$ cat src/inc/fwr_pkg.sv
// Constants, types and helpers for the flash wrap, reset and identity command block
package fwr_pkg;

   // ----------------------------------------------------------------
   // Command codes
   // ----------------------------------------------------------------
   localparam logic [7:0] OP_SET_WRAP    = 8'h77;
   localparam logic [7:0] OP_RST_ARM     = 8'h66;
   localparam logic [7:0] OP_RST_GO      = 8'h99;
   localparam logic [7:0] OP_DEEP_SLEEP  = 8'hB9;
   localparam logic [7:0] OP_RELEASE_ID  = 8'hAB;
   localparam logic [7:0] OP_MFR_DEV_ID  = 8'h90;
   localparam logic [7:0] OP_IDENT_READ  = 8'h9F;

   // ----------------------------------------------------------------
   // Frame layout, in bits taken after chip select falls
   // ----------------------------------------------------------------
   localparam logic [5:0] BIT_OPCODE_LAST = 6'h07;
   localparam logic [5:0] BIT_OPCODE_DONE = 6'h08;
   localparam logic [5:0] BIT_ADDR_LAST   = 6'h1F;
   localparam logic [5:0] BIT_ADDR_DONE   = 6'h20;
   localparam logic [5:0] BIT_WRAP_LAST   = 6'h27;
   localparam logic [5:0] BIT_CNT_MAX     = 6'h3F;
   localparam int         WRAP_FLD_HI     = 5;
   localparam int         WRAP_FLD_LO     = 3;

   // ----------------------------------------------------------------
   // Wrap setting {length field, disable bit}
   // ----------------------------------------------------------------
   localparam logic [2:0]  WRAP_DEFAULT   = 3'h1;
   localparam int          WRAP_DIS_POS   = 0;
   localparam logic [23:0] WRAP_BASE_LEN  = 24'h00_0008;

   // ----------------------------------------------------------------
   // Timing, 125 MHz reference clock
   // ----------------------------------------------------------------
   localparam int         CLK_PERIOD_PS     = 8000;
   localparam int         RESET_CS_HOLD_NS  = 5;
   localparam int         SLEEP_ENTRY_NS    = 3000;
   localparam int         RELEASE_WAIT_NS   = 3000;
   localparam int         RELEASE_ID_WAIT_NS = 8000;
   localparam logic [3:0] RST_HOLD_CYC =
      4'((RESET_CS_HOLD_NS * 1000 + CLK_PERIOD_PS - 1) / CLK_PERIOD_PS);
   localparam logic [11:0] SLEEP_ENTRY_CYC = 12'(SLEEP_ENTRY_NS * 1000 / CLK_PERIOD_PS);
   localparam logic [11:0] RELEASE_CYC     = 12'(RELEASE_WAIT_NS * 1000 / CLK_PERIOD_PS);
   localparam logic [11:0] RELEASE_ID_CYC  = 12'(RELEASE_ID_WAIT_NS * 1000 / CLK_PERIOD_PS);
   localparam logic [11:0] CNT_ONE         = 12'h001;

   // ----------------------------------------------------------------
   // Power state
   // ----------------------------------------------------------------
   typedef enum logic [3:0] {
      ST_ACTIVE   = 4'h1,
      ST_ENTERING = 4'h2,
      ST_SLEEP    = 4'h4,
      ST_WAKING   = 4'h8
   } fwr_pwr_e;

   // Rotate the identity shifter; 16-bit patterns sit in the top bits
   function automatic logic [23:0] fwr_rotate(input logic [23:0] v, input logic len16);
      fwr_rotate = len16 ? {v[22:8], v[23], 8'h00} : {v[22:0], v[23]};
   endfunction

endpackage

$ cat src/design/fwr_wrap_step.sv
// Next read address with optional wrap inside an aligned section
`timescale 1ns/1ps
`default_nettype none
module fwr_wrap_step
   import fwr_pkg::*;
(
   // Current address and wrap setting
   input  wire logic [23:0] addr,
   input  wire logic [2:0]  wrap,
   // Next address
   output logic      [23:0] nxt_addr
);

   logic [23:0] inc;
   logic [23:0] mask;

   // ----------------------------------------------------------------
   // Section mask from the length field
   // ----------------------------------------------------------------
   always_comb begin
      inc  = addr + 24'h00_0001;
      mask = (WRAP_BASE_LEN << wrap[2:1]) - 24'h00_0001;
      if (wrap[WRAP_DIS_POS]) begin
         nxt_addr = inc;
      end else begin
         nxt_addr = (addr & ~mask) | (inc & mask);
      end
   end

endmodule
`default_nettype wire

$ cat src/design/fwr_cmd.sv
// Serial flash wrap, software reset, deep sleep and identity command decoder
// --------------------------------------------------------------------
// Notes on behaviour
// - Wrap setup is 77h, 24 dummies, 8 bits
// - Only wrap bits six to four kept
// - Bit four set disables; bits 6-5 length
// - Wrap setting persists until next setup or software reset
// - Wrap setup needs quad permit bit set
// - Wrap disable bit powers up set
// - Software reset restores volatile defaults
// - Software reset ignored in deep sleep
// - Reset needs 66h then 99h, runs on rise
// - Other command after arm clears arming
// - Early chip select rise cancels reset
// - B9h sleeps only if select rises at eight
// - Asleep, only release command is recognised
// - Device starts awake after power up
// - ABh then select rise starts release wait
// - ABh plus three dummies repeats device byte
// - ABh ignored while device is busy
// - 90h alternates maker/device, address picks order
// - 9Fh sends maker, type, capacity bytes
// - Wrapped reads loop inside aligned section
// - Inputs sampled on serial clock rise
// --------------------------------------------------------------------
`timescale 1ns/1ps
`default_nettype none
module fwr_cmd
   import fwr_pkg::*;
#(
   // Identity codes, values arbitrary
   parameter logic [7:0] MFR_ID    = 8'h5A,
   parameter logic [7:0] DEV_ID    = 8'h13,
   parameter logic [7:0] MEM_TYPE  = 8'h40,
   parameter logic [7:0] CAPACITY  = 8'h15
)(
   // Clock and reset
   input  wire logic        ref_clk,
   input  wire logic        reset_n,
   // Serial link
   input  wire logic        sclk_in,
   input  wire logic        cs_n_in,
   input  wire logic        mosi_in,
   output logic             miso_ff,
   output logic             miso_oe_n_ff,
   // Device status
   input  wire logic        busy_in,
   input  wire logic        quad_io_permit_bit,
   // Quad read address stepping
   input  wire logic [23:0] rd_start_addr,
   input  wire logic        rd_load,
   input  wire logic        rd_step,
   output logic      [23:0] rd_addr_ff,
   // Control outputs
   output logic      [2:0]  wrap_setting_bits_ff,
   output logic             deep_sleep_ff,
   output logic             soft_reset_ff
);

   // ----------------------------------------------------------------
   // Signals
   // ----------------------------------------------------------------
   logic        sclk_q_ff;
   logic        cs_q_ff;
   logic [5:0]  bit_cnt_ff;
   logic [31:0] in_sh_ff;
   logic [7:0]  op_ff;
   logic        op_vld_ff;
   logic        armed_ff;
   logic [3:0]  hold_cnt_ff;
   logic [23:0] out_sh_ff;
   logic        out16_ff;
   logic        drv_ff;
   fwr_pwr_e    st_ff;
   logic [11:0] cnt_ff;
   logic [23:0] nxt_rd_addr;

   logic        rise;
   logic        fall;
   logic        cs_rise;
   logic        cmd_ok;
   logic [31:0] nxt_in_sh;
   logic        at_op;
   logic        op_take;
   logic        ld_ab;
   logic        ld_mid;
   logic        ld_jedec;
   logic        wrap_ld;
   logic        dp_go;
   logic        wake_go;
   logic        sw_rst_go;

   // ----------------------------------------------------------------
   // Edge detection and decode
   // ----------------------------------------------------------------
   always_comb begin
      rise      = sclk_in & ~sclk_q_ff & ~cs_n_in;
      fall      = ~sclk_in & sclk_q_ff & ~cs_n_in;
      cs_rise   = cs_n_in & ~cs_q_ff;
      cmd_ok    = (st_ff == ST_ACTIVE);
      nxt_in_sh = {in_sh_ff[30:0], mosi_in};
      at_op     = rise && (bit_cnt_ff == BIT_OPCODE_LAST);
      op_take   = cmd_ok || ((st_ff == ST_SLEEP) && (nxt_in_sh[7:0] == OP_RELEASE_ID));
      ld_jedec  = at_op && cmd_ok && (nxt_in_sh[7:0] == OP_IDENT_READ);
      ld_ab     = rise && (bit_cnt_ff == BIT_ADDR_LAST) && op_vld_ff
                  && (op_ff == OP_RELEASE_ID) && !busy_in;
      ld_mid    = rise && (bit_cnt_ff == BIT_ADDR_LAST) && op_vld_ff && cmd_ok
                  && (op_ff == OP_MFR_DEV_ID);
      wrap_ld   = rise && (bit_cnt_ff == BIT_WRAP_LAST) && op_vld_ff && cmd_ok
                  && (op_ff == OP_SET_WRAP) && quad_io_permit_bit;
      dp_go     = cs_rise && cmd_ok && op_vld_ff && (op_ff == OP_DEEP_SLEEP)
                  && (bit_cnt_ff == BIT_OPCODE_DONE);
      wake_go   = cs_rise && (st_ff == ST_SLEEP) && op_vld_ff && !busy_in
                  && ((bit_cnt_ff == BIT_OPCODE_DONE) || (bit_cnt_ff >= BIT_ADDR_DONE));
      sw_rst_go = cs_rise && cmd_ok && op_vld_ff && armed_ff && (op_ff == OP_RST_GO)
                  && (bit_cnt_ff == BIT_OPCODE_DONE)
                  && (hold_cnt_ff >= RST_HOLD_CYC);
   end

   // ----------------------------------------------------------------
   // Input sampling and frame tracking
   // ----------------------------------------------------------------
   always_ff @(posedge ref_clk or negedge reset_n) begin
      if (!reset_n) begin
         sclk_q_ff <= 1'b0;
         cs_q_ff   <= 1'b1;
      end else begin
         sclk_q_ff <= sclk_in;
         cs_q_ff   <= cs_n_in;
      end
   end

   always_ff @(posedge ref_clk or negedge reset_n) begin
      if (!reset_n) begin
         bit_cnt_ff <= 6'h00;
         in_sh_ff   <= 32'h0000_0000;
      end else if (cs_n_in) begin
         bit_cnt_ff <= 6'h00;
      end else if (rise) begin
         in_sh_ff <= nxt_in_sh;
         if (bit_cnt_ff != BIT_CNT_MAX) begin
            bit_cnt_ff <= bit_cnt_ff + 6'h01;
         end
      end
   end

   always_ff @(posedge ref_clk or negedge reset_n) begin
      if (!reset_n) begin
         op_ff     <= 8'h00;
         op_vld_ff <= 1'b0;
      end else if (cs_n_in) begin
         op_vld_ff <= 1'b0;
      end else if (at_op) begin
         op_ff     <= nxt_in_sh[7:0];
         op_vld_ff <= op_take;
      end
   end

   // Cycles since the last serial clock rise, for the reset hold check
   always_ff @(posedge ref_clk or negedge reset_n) begin
      if (!reset_n) begin
         hold_cnt_ff <= 4'h0;
      end else if (rise) begin
         hold_cnt_ff <= 4'h0;
      end else if (hold_cnt_ff != 4'hF) begin
         hold_cnt_ff <= hold_cnt_ff + 4'h1;
      end
   end

   // ----------------------------------------------------------------
   // Software reset arming
   // ----------------------------------------------------------------
   always_ff @(posedge ref_clk or negedge reset_n) begin
      if (!reset_n) begin
         armed_ff <= 1'b0;
      end else if (sw_rst_go) begin
         armed_ff <= 1'b0;
      end else if (at_op && cmd_ok) begin
         armed_ff <= (nxt_in_sh[7:0] == OP_RST_ARM)
                     || (armed_ff && (nxt_in_sh[7:0] == OP_RST_GO));
      end
   end

   always_ff @(posedge ref_clk or negedge reset_n) begin
      if (!reset_n) begin
         soft_reset_ff <= 1'b0;
      end else begin
         soft_reset_ff <= sw_rst_go;
      end
   end

   // ----------------------------------------------------------------
   // Wrap setting
   // ----------------------------------------------------------------
   always_ff @(posedge ref_clk or negedge reset_n) begin
      if (!reset_n) begin
         wrap_setting_bits_ff <= WRAP_DEFAULT;
      end else if (sw_rst_go) begin
         wrap_setting_bits_ff <= WRAP_DEFAULT;
      end else if (wrap_ld) begin
         wrap_setting_bits_ff <= nxt_in_sh[WRAP_FLD_HI+1:WRAP_FLD_LO+1];
      end
   end

   fwr_wrap_step u_step (
      .addr     (rd_addr_ff),
      .wrap     (wrap_setting_bits_ff),
      .nxt_addr (nxt_rd_addr)
   );

   always_ff @(posedge ref_clk or negedge reset_n) begin
      if (!reset_n) begin
         rd_addr_ff <= 24'h00_0000;
      end else if (rd_load) begin
         rd_addr_ff <= rd_start_addr;
      end else if (rd_step) begin
         rd_addr_ff <= nxt_rd_addr;
      end
   end

   // ----------------------------------------------------------------
   // Power state
   // ----------------------------------------------------------------
   always_ff @(posedge ref_clk or negedge reset_n) begin
      if (!reset_n) begin
         st_ff  <= ST_ACTIVE;
         cnt_ff <= 12'h000;
      end else begin
         case (st_ff)
            ST_ACTIVE: begin
               if (dp_go) begin
                  st_ff  <= ST_ENTERING;
                  cnt_ff <= SLEEP_ENTRY_CYC;
               end
            end
            ST_ENTERING: begin
               if (cnt_ff <= CNT_ONE) begin
                  st_ff <= ST_SLEEP;
               end else begin
                  cnt_ff <= cnt_ff - CNT_ONE;
               end
            end
            ST_SLEEP: begin
               if (wake_go) begin
                  st_ff  <= ST_WAKING;
                  cnt_ff <= (bit_cnt_ff >= BIT_ADDR_DONE) ? RELEASE_ID_CYC : RELEASE_CYC;
               end
            end
            ST_WAKING: begin
               if (cnt_ff <= CNT_ONE) begin
                  st_ff <= ST_ACTIVE;
               end else begin
                  cnt_ff <= cnt_ff - CNT_ONE;
               end
            end
            default: begin
               st_ff <= ST_ACTIVE;
            end
         endcase
      end
   end

   always_ff @(posedge ref_clk or negedge reset_n) begin
      if (!reset_n) begin
         deep_sleep_ff <= 1'b0;
      end else begin
         deep_sleep_ff <= (st_ff == ST_SLEEP) || (st_ff == ST_WAKING);
      end
   end

   // ----------------------------------------------------------------
   // Identity shifter, MSB first on serial clock fall
   // ----------------------------------------------------------------
   always_ff @(posedge ref_clk or negedge reset_n) begin
      if (!reset_n) begin
         out_sh_ff    <= 24'h00_0000;
         out16_ff     <= 1'b0;
         drv_ff       <= 1'b0;
         miso_ff      <= 1'b0;
         miso_oe_n_ff <= 1'b1;
      end else if (cs_n_in) begin
         drv_ff       <= 1'b0;
         miso_oe_n_ff <= 1'b1;
      end else if (ld_jedec) begin
         out_sh_ff <= {MFR_ID, MEM_TYPE, CAPACITY};
         out16_ff  <= 1'b0;
         drv_ff    <= 1'b1;
      end else if (ld_ab) begin
         out_sh_ff <= {DEV_ID, DEV_ID, DEV_ID};
         out16_ff  <= 1'b0;
         drv_ff    <= 1'b1;
      end else if (ld_mid) begin
         out_sh_ff <= nxt_in_sh[0] ? {DEV_ID, MFR_ID, 8'h00} : {MFR_ID, DEV_ID, 8'h00};
         out16_ff  <= 1'b1;
         drv_ff    <= 1'b1;
      end else if (fall && drv_ff) begin
         miso_ff      <= out_sh_ff[23];
         out_sh_ff    <= fwr_rotate(out_sh_ff, out16_ff);
         miso_oe_n_ff <= 1'b0;
      end
   end

   // ----------------------------------------------------------------
   // Checks
   // ----------------------------------------------------------------
   localparam int A_WAIT_MAX = 1000;
endmodule
`default_nettype wire

$ cat config.mk
export PLATFORM = sky130hd
export DESIGN_NAME = fwr_cmd
export DESIGN_NICKNAME = d
export VERILOG_FILES = /design/src/inc/fwr_pkg.sv /design/src/design/fwr_wrap_step.sv /design/src/design/fwr_cmd.sv
export SDC_FILE = /design/constraint.sdc
export NUM_CORES = 1
export LEC_CHECK = 0
export CORE_MARGIN = 10
export CORE_UTILIZATION = 40
export DETAILED_ROUTE_END_ITERATION = 7
export DONT_BUFFER_PORTS = 1
export MAX_ROUTING_LAYER = met4
export PLACE_DENSITY = 0.52
export SKIP_CTS_REPAIR_TIMING = 1
export SYNTH_ARGS = -nofsm -noshare
export SYNTH_HDL_FRONTEND = slang
export SYNTH_SLANG_ARGS = --single-unit
$ cat constraint.sdc
create_clock -name ref_clk -period 2.6 [get_ports ref_clk]
set_clock_uncertainty 0.2 [all_clocks]
set_input_delay 0.26 -clock ref_clk [delete_from_list [all_inputs] [get_ports ref_clk]]
set_output_delay 0.26 -clock ref_clk [all_outputs]
set_load 0.005 [all_outputs]
After elaboration in Yosys (flattened, before gate mapping)
Cells that the tools add are included.
{"block": "op_classes", "addsub": 5, "n_lt_le_gt_ge": 3, "n_eq_ne": 27, "shifts": 1, "mux": 41, "bitwise_logic": 16, "reduce_logical": 56}
{"operator": "$mux 24", "n": 7}
{"operator": "$eq 8x8->1 const B", "n": 7}
{"operator": "$and 24x24->24", "n": 2}
{"operator": "$mux 12", "n": 3}
{"operator": "$pmux 12 s3", "n": 1}
{"operator": "$logic_and 1x1->1", "n": 29}
{"operator": "$add 24x1->24 const B", "n": 1}
{"operator": "$mux 4", "n": 6}
{"operator": "$not 24->24", "n": 1}
{"operator": "$or 24x24->24", "n": 1}
{"operator": "$shl 4x2->24 const A", "n": 1}
{"operator": "$sub 24x1->24 const B", "n": 1}
{"operator": "$mux 23", "n": 1}
{"operator": "$mux 6", "n": 3}
{"operator": "$eq 8x7->1 const B", "n": 2}
{"operator": "$pmux 4 s4", "n": 1}
{"operator": "$reduce_bool 2->1", "n": 8}
{"operator": "$mux 1", "n": 15}
{"operator": "$ne 2x2->1 const B", "n": 7}
{"operator": "$le 12x1->1 const B", "n": 1}
{"operator": "$reduce_and 4->1", "n": 3}
{"operator": "$sub 12x1->12 const B", "n": 1}
{"operator": "$mux 10", "n": 1}
{"operator": "$reduce_and 2->1", "n": 5}
{"operator": "25 further kinds", "n": 41}
{"block": "totals", "ff_bits": 102, "in_bits": 33, "output_inout_bits": 31, "elab_cells": 168}

Longest topological paths before layout
Gate-level depths: netlist (run 1).
{"block": "depth", "ltp_word": 11, "mapped_depth": 9, "depth_no_buf": 8}

Cells and area by module
From an unflattened synthesis (run 1), not the netlist that was laid out.
{"block": "unflattened", "cells_unflattened": 563, "hier_area_um2": 5501.5}
{"mod": "fwr_cmd", "n_inst": 1, "cells_each": 486, "area_per_inst_um2": 4949.7, "seq_area_each_um2": 2557.5}
{"mod": "fwr_wrap_step", "n_inst": 1, "cells_each": 77, "area_per_inst_um2": 551.8, "seq_area_each_um2": 0.0}

Worst setup path after synthesis (run 1)
No wires, ideal clock.
{"block": "synth_timing", "path_type": "register to register", "startpoint": "register st_ff[0]", "endpoint": "register out_sh_ff[14]", "setup_time_ns": 0.124, "arrival_time_ns": 2.443, "t_required_ns": 2.276, "path_slack_ns": -0.167, "stages_incl_launch_ff": 9, "n_path_buf": 2, "period_less_slack_ns": 2.767, "path_cell_list": "dfstp_2 > clkbuf_1 > nor4b_2 > nand3b_1 > nor3_1 > buf_4 > mux2i_1 > nor2_1 > a2bb2oi_1"}
{"block": "synth_between", "elab_chain_cells": 6, "word_cells_on_any_way": 10, "cone_classes": "1 x eq/ne; 3 x mux; 6 x reduce/logical"}
{"element": "start, declared", "line_no": "fwr_cmd.sv:74", "text": "fwr_pwr_e st_ff;"}
{"element": "start signal, assigned", "line_no": "fwr_cmd.sv:226", "text": "st_ff <= ST_ACTIVE;"}
{"element": "start signal, assigned", "line_no": "fwr_cmd.sv:232", "text": "st_ff <= ST_ENTERING;"}
{"element": "start signal, assigned", "line_no": "fwr_cmd.sv:238", "text": "st_ff <= ST_SLEEP;"}
{"element": "$eq 4x1->1 (*)", "line_no": "fwr_cmd.sv:100", "text": "cmd_ok = (st_ff == ST_ACTIVE);"}
{"element": "$logic_and 1x1->1", "line_no": "fwr_cmd.sv:107", "text": "ld_mid = rise && (bit_cnt_ff == BIT_ADDR_LAST) && op_vld_ff && cmd_ok"}
{"element": "$logic_and 1x1->1", "line_no": "fwr_cmd.sv:108", "text": "&& (op_ff == OP_MFR_DEV_ID);"}
{"element": "$mux 24", "line_no": "fwr_cmd.sv:292", "text": "end else if (ld_mid) begin"}
{"element": "$mux 24", "line_no": "fwr_cmd.sv:288", "text": "end else if (ld_ab) begin"}
{"element": "$mux 24", "line_no": "fwr_cmd.sv:284", "text": "end else if (ld_jedec) begin"}
{"element": "end signal, assigned", "line_no": "fwr_cmd.sv:285", "text": "out_sh_ff <= {MFR_ID, MEM_TYPE, CAPACITY};"}
{"element": "end signal, assigned", "line_no": "fwr_cmd.sv:289", "text": "out_sh_ff <= {DEV_ID, DEV_ID, DEV_ID};"}
{"element": "end signal, assigned", "line_no": "fwr_cmd.sv:293", "text": "out_sh_ff <= nxt_in_sh[0] ? {DEV_ID, MFR_ID, 8'h00} : {MFR_ID, DEV_ID, 8'h00};"}
{"element": "end, declared", "line_no": "fwr_cmd.sv:71", "text": "logic [23:0] out_sh_ff;"}
Mark *: on every way between the ends. The rest lies on a longest branch, timed or not.
A chain may end at the register's enable or synchronous reset.

Final worst setup path (run 1)
{"block": "layout_timing", "startpoint": "register op_ff[6]", "endpoint": "register cnt_ff[10]"}
{"block": "layout_between", "elab_chain_cells": 5}
{"element": "start, declared", "line_no": "fwr_cmd.sv:67", "text": "logic [7:0] op_ff;"}
{"element": "start signal, assigned", "line_no": "fwr_cmd.sv:154", "text": "op_ff <= nxt_in_sh[7:0];"}
{"element": "$eq 8x8->1", "line_no": "fwr_cmd.sv:111", "text": "dp_go = cs_rise && cmd_ok && op_vld_ff && (op_ff == OP_DEEP_SLEEP)"}
{"element": "$logic_and 1x1->1", "line_no": "fwr_cmd.sv:111"}
{"element": "$logic_and 1x1->1", "line_no": "fwr_cmd.sv:112", "text": "&& (bit_cnt_ff == BIT_OPCODE_DONE);"}
{"element": "$ne 2x1->1 (no line)"}
{"element": "$reduce_and 4->1 (no line)"}
{"element": "end signal, assigned", "line_no": "fwr_cmd.sv:240", "text": "cnt_ff <= cnt_ff - CNT_ONE;"}
{"element": "end signal, assigned", "line_no": "fwr_cmd.sv:246", "text": "cnt_ff <= (bit_cnt_ff >= BIT_ADDR_DONE) ? RELEASE_ID_CYC : RELEASE_CYC;"}
{"element": "end signal, assigned", "line_no": "fwr_cmd.sv:253", "text": "cnt_ff <= cnt_ff - CNT_ONE;"}
{"element": "end, declared", "line_no": "fwr_cmd.sv:75", "text": "logic [11:0] cnt_ff;"}
No other way between the ends.

==> out/metrics.yaml, run 1 <==
status: "complete, but fails checks"
violations: "negative hold slack, negative setup slack"
fp.dieH_um: 134
ys_warn_count: 0
setup-tns-final_ns: -0.0375
clkLatencyLatePin_ns: 0.35
grt_pass1_vias: 4002
cpMaxStageDelayCell: "or4b_4"
overflow: 0
slew_violations: 0
max_stage_delay_ns: 0.54
irDropWorstVdd_mv: 0.415
synth_edf_count: 0
multi_input_area_sq_um: 2510
syn_area_sq_um: 5170
numCtsBuffers: 9
worst_ep_arrival_time_ns: 2.72
grt_setup_unrepaired: "true"
fmax_ghz: 0.379
fin_util_pct: 49.7
power.density_nw_per_um2: 639
dp.final_hpwl_um: 8580
syn-instance-count: 555
cts.sinks: 102
routed_via_density: 5.25
fin_crit_sh_pct: 101
io_pins: 64
numPortBuffers: 0
hold_path_class: "in -> async"
grtUsageTotal_pct: 14.4
r2r_slack_ns: -0.04
wirelength_um: 12400
fillers: 1240
grt_pass1_wl_um: 20500
core_sq_um: 12600
num_vias: 4110
whs_ns: -0.604
placed_area_sq_um: 5590
cts_tree: "done"
grt_max_degree: 103
drt_pass1_iterations: 4
first_iter_violations: 305
synth_cell_types: 57
diodes: 0
worstSetupStartpointType: "flop"
async_flop_share_pct: 100
worstPathCellList: "or4b_4, or3b_4, o31ai_4, nand3_2, or4_1, a21oi_1"
p_leak_nw: 2.75
htreeDepth: 3
crit_type: "reg -> reg"
fin_nets: 648
post-route-drc-count: 0
crit_fanout: 7
fin_ws_ns: -0.0375
r2r.worst_path.cells: 6
start_util_pct: 41.0
final_hold_viol_count: 102
synth.net_count: 597
fin_crit_ns: 2.64
finalInstanceArea_sq_um: 6270
cp-end-kind: "flop"
synth_ff_type: "dfrtp_1"
critPathRequiredTime_ns: 2.68
antenna_left: 0
area.sequential_sq_um: 2560
rows: 41
cts_buffer_depth: 2
dieArea_sq_um: 17900
dieWidth_um: 134
syn2layout_area_growth_pct: 21.3
wl_per_cell_um: 15.8
gp_congestion: 0.843
cts-root-buf: "clkbuf_16"
syn_area_per_cell_sq_um: 9.32
grt_antenna_before_repair: 0
drive_gt1_share_pct: 13.3
clk_pin_slew_ns: 0.07
power_mw: 4.01
drv_cap: 0
seq_area_frac_synth_pct: 49.4
setup_viol: 1
ys_ff_latch: 102
max_slew_margin_pct: 49.0
worstMarginPinSlew_ns: 0.758
## routing by layer
metal	routed length [um]	global-route usage [%]	up-vias
met3	606	3.65	15
met1	5700	17.4	1975
li1	-	-	2056
met4	213	6.95	0
met5	0	-	-
met2	5870	22.2	64
## per-stage QoR
stage,setup WS [ns],hold WS (ns),std cells
final,-0.0375,-0.604,783
after global routing,-0.109,-0.621,783
after CTS,-0.0710,-0.620,753
after detailed placement,-0.0206,-0.228,737
after global placement,-0.00594,-0.228,737
after floorplan,0.0155,-0.236,555
## cell usage in the layout, fill, tap and decap left out, types with 3 or more instances in the layout
master | synthesis | final
nor4b_1 | 3 | 3
nand4_1 | 9 | 9
xnor2_1 | 19 | 19
nor2_1 | 45 | 45
buf_4 | 1 | 34
clkbuf_8 | 0 | 3
o21ai_1 | 1 | 3
and3_1 | 7 | 6
or3_1 | 6 | 6
ha_1 | 9 | 9
clkbuf_16 | 0 | 9
nor3_1 | 19 | 18
dlygate4sd3_1 | 0 | 29
a31oi_1 | 4 | 4
nand2_1 | 97 | 97
nor4_1 | 6 | 4
o31ai_1 | 5 | 4
o21ai_0 | 46 | 44
and4_1 | 6 | 6
mux2i_1 | 9 | 9
mux2_2 | 6 | 6
dfstp_2 | 4 | 4
dfrtp_1 | 98 | 98
or4_1 | 5 | 4
nand3_1 | 14 | 14
a21oi_1 | 20 | 20
a211oi_1 | 3 | 3
inv_1 | 20 | 20
a22o_1 | 10 | 10
xor2_1 | 12 | 12
nor2b_1 | 8 | 8
## critical path: cells and delay by family, from the launching register on
kind	cells	cell delay [ns]
DFF	1	0.38
AOI/OAI and AO/OA	2	0.37
and+or+nand+nor	4	1.62
## synth_stat cells (5+ instances only)
| cell type | n | area, sq um |
|---|---|---|
| nor4_1 | 6 | 37.5 |
| ha_1 | 9 | 113 |
| mux2i_1 | 9 | 90.1 |
| mux2_2 | 6 | 67.6 |
| clkbuf_1 | 22 | 82.6 |
| nand4_1 | 9 | 56.3 |
| xnor2_1 | 19 | 166 |
| o21ai_0 | 46 | 230 |
| and3_1 | 7 | 43.8 |
| dfrtp_1 | 98 | 2450 |
| or3_1 | 6 | 37.5 |
| or4_1 | 5 | 37.5 |
| xor2_1 | 12 | 105 |
| a22o_1 | 10 | 87.6 |
| o31ai_1 | 5 | 37.5 |
| a21oi_1 | 20 | 100 |
| nor2_1 | 45 | 169 |
| nand3_1 | 14 | 70.1 |
| nor3_1 | 19 | 95.1 |
| and4_1 | 6 | 52.6 |
| inv_1 | 20 | 75.1 |
| nand2_1 | 97 | 364 |
| nor2b_1 | 8 | 50.1 |
## power breakdown
group / internal [mW] / leakage [nW] / total, mW / switching, mW
registers: 1.73 / 1.29 / 1.91 / 0.184
clock network: 0.827 / 0.151 / 1.44 / 0.617
logic: 0.315 / 1.30 / 0.656 / 0.341
total: 2.87 / 2.75 / 4.01 / 1.14
## path summary, 6_finish.rpt
kind,startpoint,to
hold reg to reg,out_sh_ff[8]$_DFFE_PN0P_,out_sh_ff[8]$_DFFE_PN0P_
max in group asynchronous,reset_n,wrap_setting_bits_ff[0]$_DFFE_PN1P_
hold / removal,reset_n,cnt_ff[7]$_DFFE_PN0P_
setup / recovery,op_ff[6]$_DFFE_PN0P_,cnt_ff[10]$_DFFE_PN0P_
min in group ref_clk,rd_load,flop
setup reg to reg,op_ff[6]$_DFFE_PN0P_,cnt_ff[10]$_DFFE_PN0P_
## cell type report
type,count,share of cell area [%]
clock inverter,4,0.858
clock buffer,12,4.25
timing repair buffer,66,9.51
sequential,102,40.8
tap,172,3.43
inverter,20,1.20
multi-input combinational,407,40.0
## cells by family after synthesis
family,synth area share (%)
compound gates,12.5
buf+inv,3.48
simple gates,24.1
mux,3.05
xor+xnor,5.25
fa+ha+maj,2.18
flops,49.4
Power figures use the tool's default switching activity.
==> run 2, diff against run 1 <==
- PLACE_DENSITY: 0.52 -> 0.5
- clock period: 2.6 -> 2.7 ns (I/O delays scaled with it)
==> run 2 against run 1 <==
Against the previous run:
- the run ends with negative hold slack left
- die area did not move
- non-clock buffer count did not move
- power fell by 6.2%
- worst hold slack improved by 0.013 ns
- utilization fell by 0.33 points
- worst setup slack gained 0.093 ns
- critical path depth stayed put
- critical path type unchanged
- critical endpoint unchanged
- highest routed layer unchanged
==> out/metrics.yaml, run 2 (synthesis results as in run 1) <==
drt_pass1_iterations: 4  # unchanged
r2r.worst_path.cells: 6  # unchanged
overflow: 0  # unchanged
first_iter_violations: 236  # -23%
critPathRequiredTime_ns: 2.78  # +0.10 ns
grt_setup_unrepaired: "true"
grt_pass1_wl_um: 20700  # +0.94%
numCtsBuffers: 9  # unchanged
whs_ns: -0.590  # +0.0134 ns
fp.dieH_um: 134  # unchanged
worst_ep_arrival_time_ns: 2.73  # about the same
wl_per_cell_um: 16.0  # +0.89%
diodes: 0  # unchanged
antenna_left: 0  # unchanged
grt_antenna_before_repair: 0  # unchanged
core_sq_um: 12600  # unchanged
cts_tree: "done"
max_stage_delay_ns: 0.54  # about the same
final_cell_mix: "98 x dfrtp_1, 97 x nand2_1, 45 x nor2_1, 45 x o21ai_0, 34 x buf_4"
crit_fanout: 6  # -1
dp.cells: 733  # -0.54%
cp-end-kind: "flop"
worstMarginPinSlew_ns: 0.724  # -0.0343 ns
fmax_ghz: 0.378  # -0.27%
numPortBuffers: 0  # unchanged
multi_input_area_sq_um: 2510  # about the same
clk_pin_slew_ns: 0.07  # about the same
mostFrequentLayoutCell: "dfrtp_1"
start_util_pct: 41.0  # unchanged
worstPathCellList: "or4b_4, or3b_4, o31ai_4, nand3_2, or4_4, a21oi_2"
path_buf_inv: 0  # unchanged
gp_congestion: 0.808  # -4.1%
r2r_slack_ns: 0.06  # +0.09 ns
wirelength_um: 12500  # +0.89%
num_vias: 4137  # +0.66%
rows: 41  # unchanged
power.density_nw_per_um2: 604  # -5.5%
io_pins: 64  # unchanged
drv_cap: 0  # unchanged
r2r-end: "cnt_ff[10]$_DFFE_PN0P_"
clkLatencyLatePin_ns: 0.35  # about the same
setup_viol: 0  # -1
status: "complete, but fails checks"
fin_crit_ns: 2.64  # +0.00709 ns
dieArea_sq_um: 17900  # unchanged
fillers: 1228  # -0.97%
cts-root-buf: "clkbuf_16"
cts_buffer_depth: 2  # unchanged
final_hold_viol_count: 102  # unchanged
power_mw: 3.76  # -6.2%
grt_max_degree: 103  # unchanged
grt_pass1_vias: 4028  # +0.65%
syn2layout_area_growth_pct: 20.5
post-route-drc-count: 0  # unchanged
cts.sinks: 102  # unchanged
irDropWorstVdd_mv: 0.271  # -35%
instances_no_fill: 783  # unchanged
cpMaxStageDelayCell: "or4b_4"
fin_nets: 648  # unchanged
area.sequential_sq_um: 2560  # unchanged
fin_crit_sh_pct: 97.9  # -3.5 points
p_leak_nw: 2.73  # -0.66%
hold_path_class: "in -> async"
grtUsageTotal_pct: 14.4  # -0.038 points
routed_via_density: 5.28  # +0.66%
slew_violations: 0  # unchanged
r2r-start: "bit_cnt_ff[5]$_DFFE_PN0P_"
drive_gt1_share_pct: 13.3  # unchanged
dieWidth_um: 134  # unchanged
violations: "negative hold slack"
crit_type: "reg -> reg"
htreeDepth: 3  # unchanged
path_delay_family: "simple AND/OR/NAND/NOR gates"
worstSetupStartpointType: "flop"
dp.final_hpwl_um: 8600  # +0.29%
max_slew_margin_pct: 51.3  # +2.3 points
## run 2: cell type report
| class | count | area share, % |
|---|---|---|
| timing repair buffer | 66 | 9.34 |
| tap | 172 | 3.45 |
| inverter | 20 | 1.20 |
| sequential | 102 | 41.0 |
| clock inverter | 3 | 0.402 |
| multi-input combinational | 407 | 40.2 |
| clock buffer | 13 | 4.34 |
## run 2: layer usage
metal  routed length (um)  part of all wire [%]  global-route usage, %  vias to the layer above
met5                    0                     0                      -                        -
met1                 5760                    46                   18.1                     1991
met2                 5800                    46                   21.6                       77
met3                  702                   5.6                   3.80                       18
li1                     -                     -                      -                     2051
met4                  249                   2.0                   5.80                        0
## run 2: worst max path at each step
stage                     cells past startpoint                        to                       from
final                                         6    cnt_ff[10]$_DFFE_PN0P_  bit_cnt_ff[5]$_DFFE_PN0P_
after global routing                          8  out_sh_ff[0]$_DFFE_PN0P_  bit_cnt_ff[0]$_DFFE_PN0P_
after CTS                                     7  out_sh_ff[0]$_DFFE_PN0P_  bit_cnt_ff[5]$_DFFE_PN0P_
after detailed placement                      7  out_sh_ff[0]$_DFFE_PN0P_  bit_cnt_ff[5]$_DFFE_PN0P_
after global placement                        7  out_sh_ff[0]$_DFFE_PN0P_  bit_cnt_ff[5]$_DFFE_PN0P_
after floorplan                               6    cnt_ff[10]$_DFFE_PN0P_  bit_cnt_ff[5]$_DFFE_PN0P_
## run 2: power breakdown
group          switching (mW)  internal, mW  total, mW
sequential              0.154          1.66       1.82
combinational           0.350         0.315      0.665
clock                   0.574         0.707       1.28
## run 2: stage by stage
step	hold slack, ns	util (%)	worst slack, ns	instance area (sq um)	TNS, ns
floorplan	-0.226	-	0.0213	5180	0
global placement	-0.221	44.0	0.0353	5550	0
detailed placement	-0.220	44.0	-0.00587	5550	-0.0104
CTS	-0.608	46.3	-0.0266	5840	-0.0512
global route	-0.605	49.4	-0.0161	6230	-0.0413
finish	-0.590	49.4	0.0554	6230	0
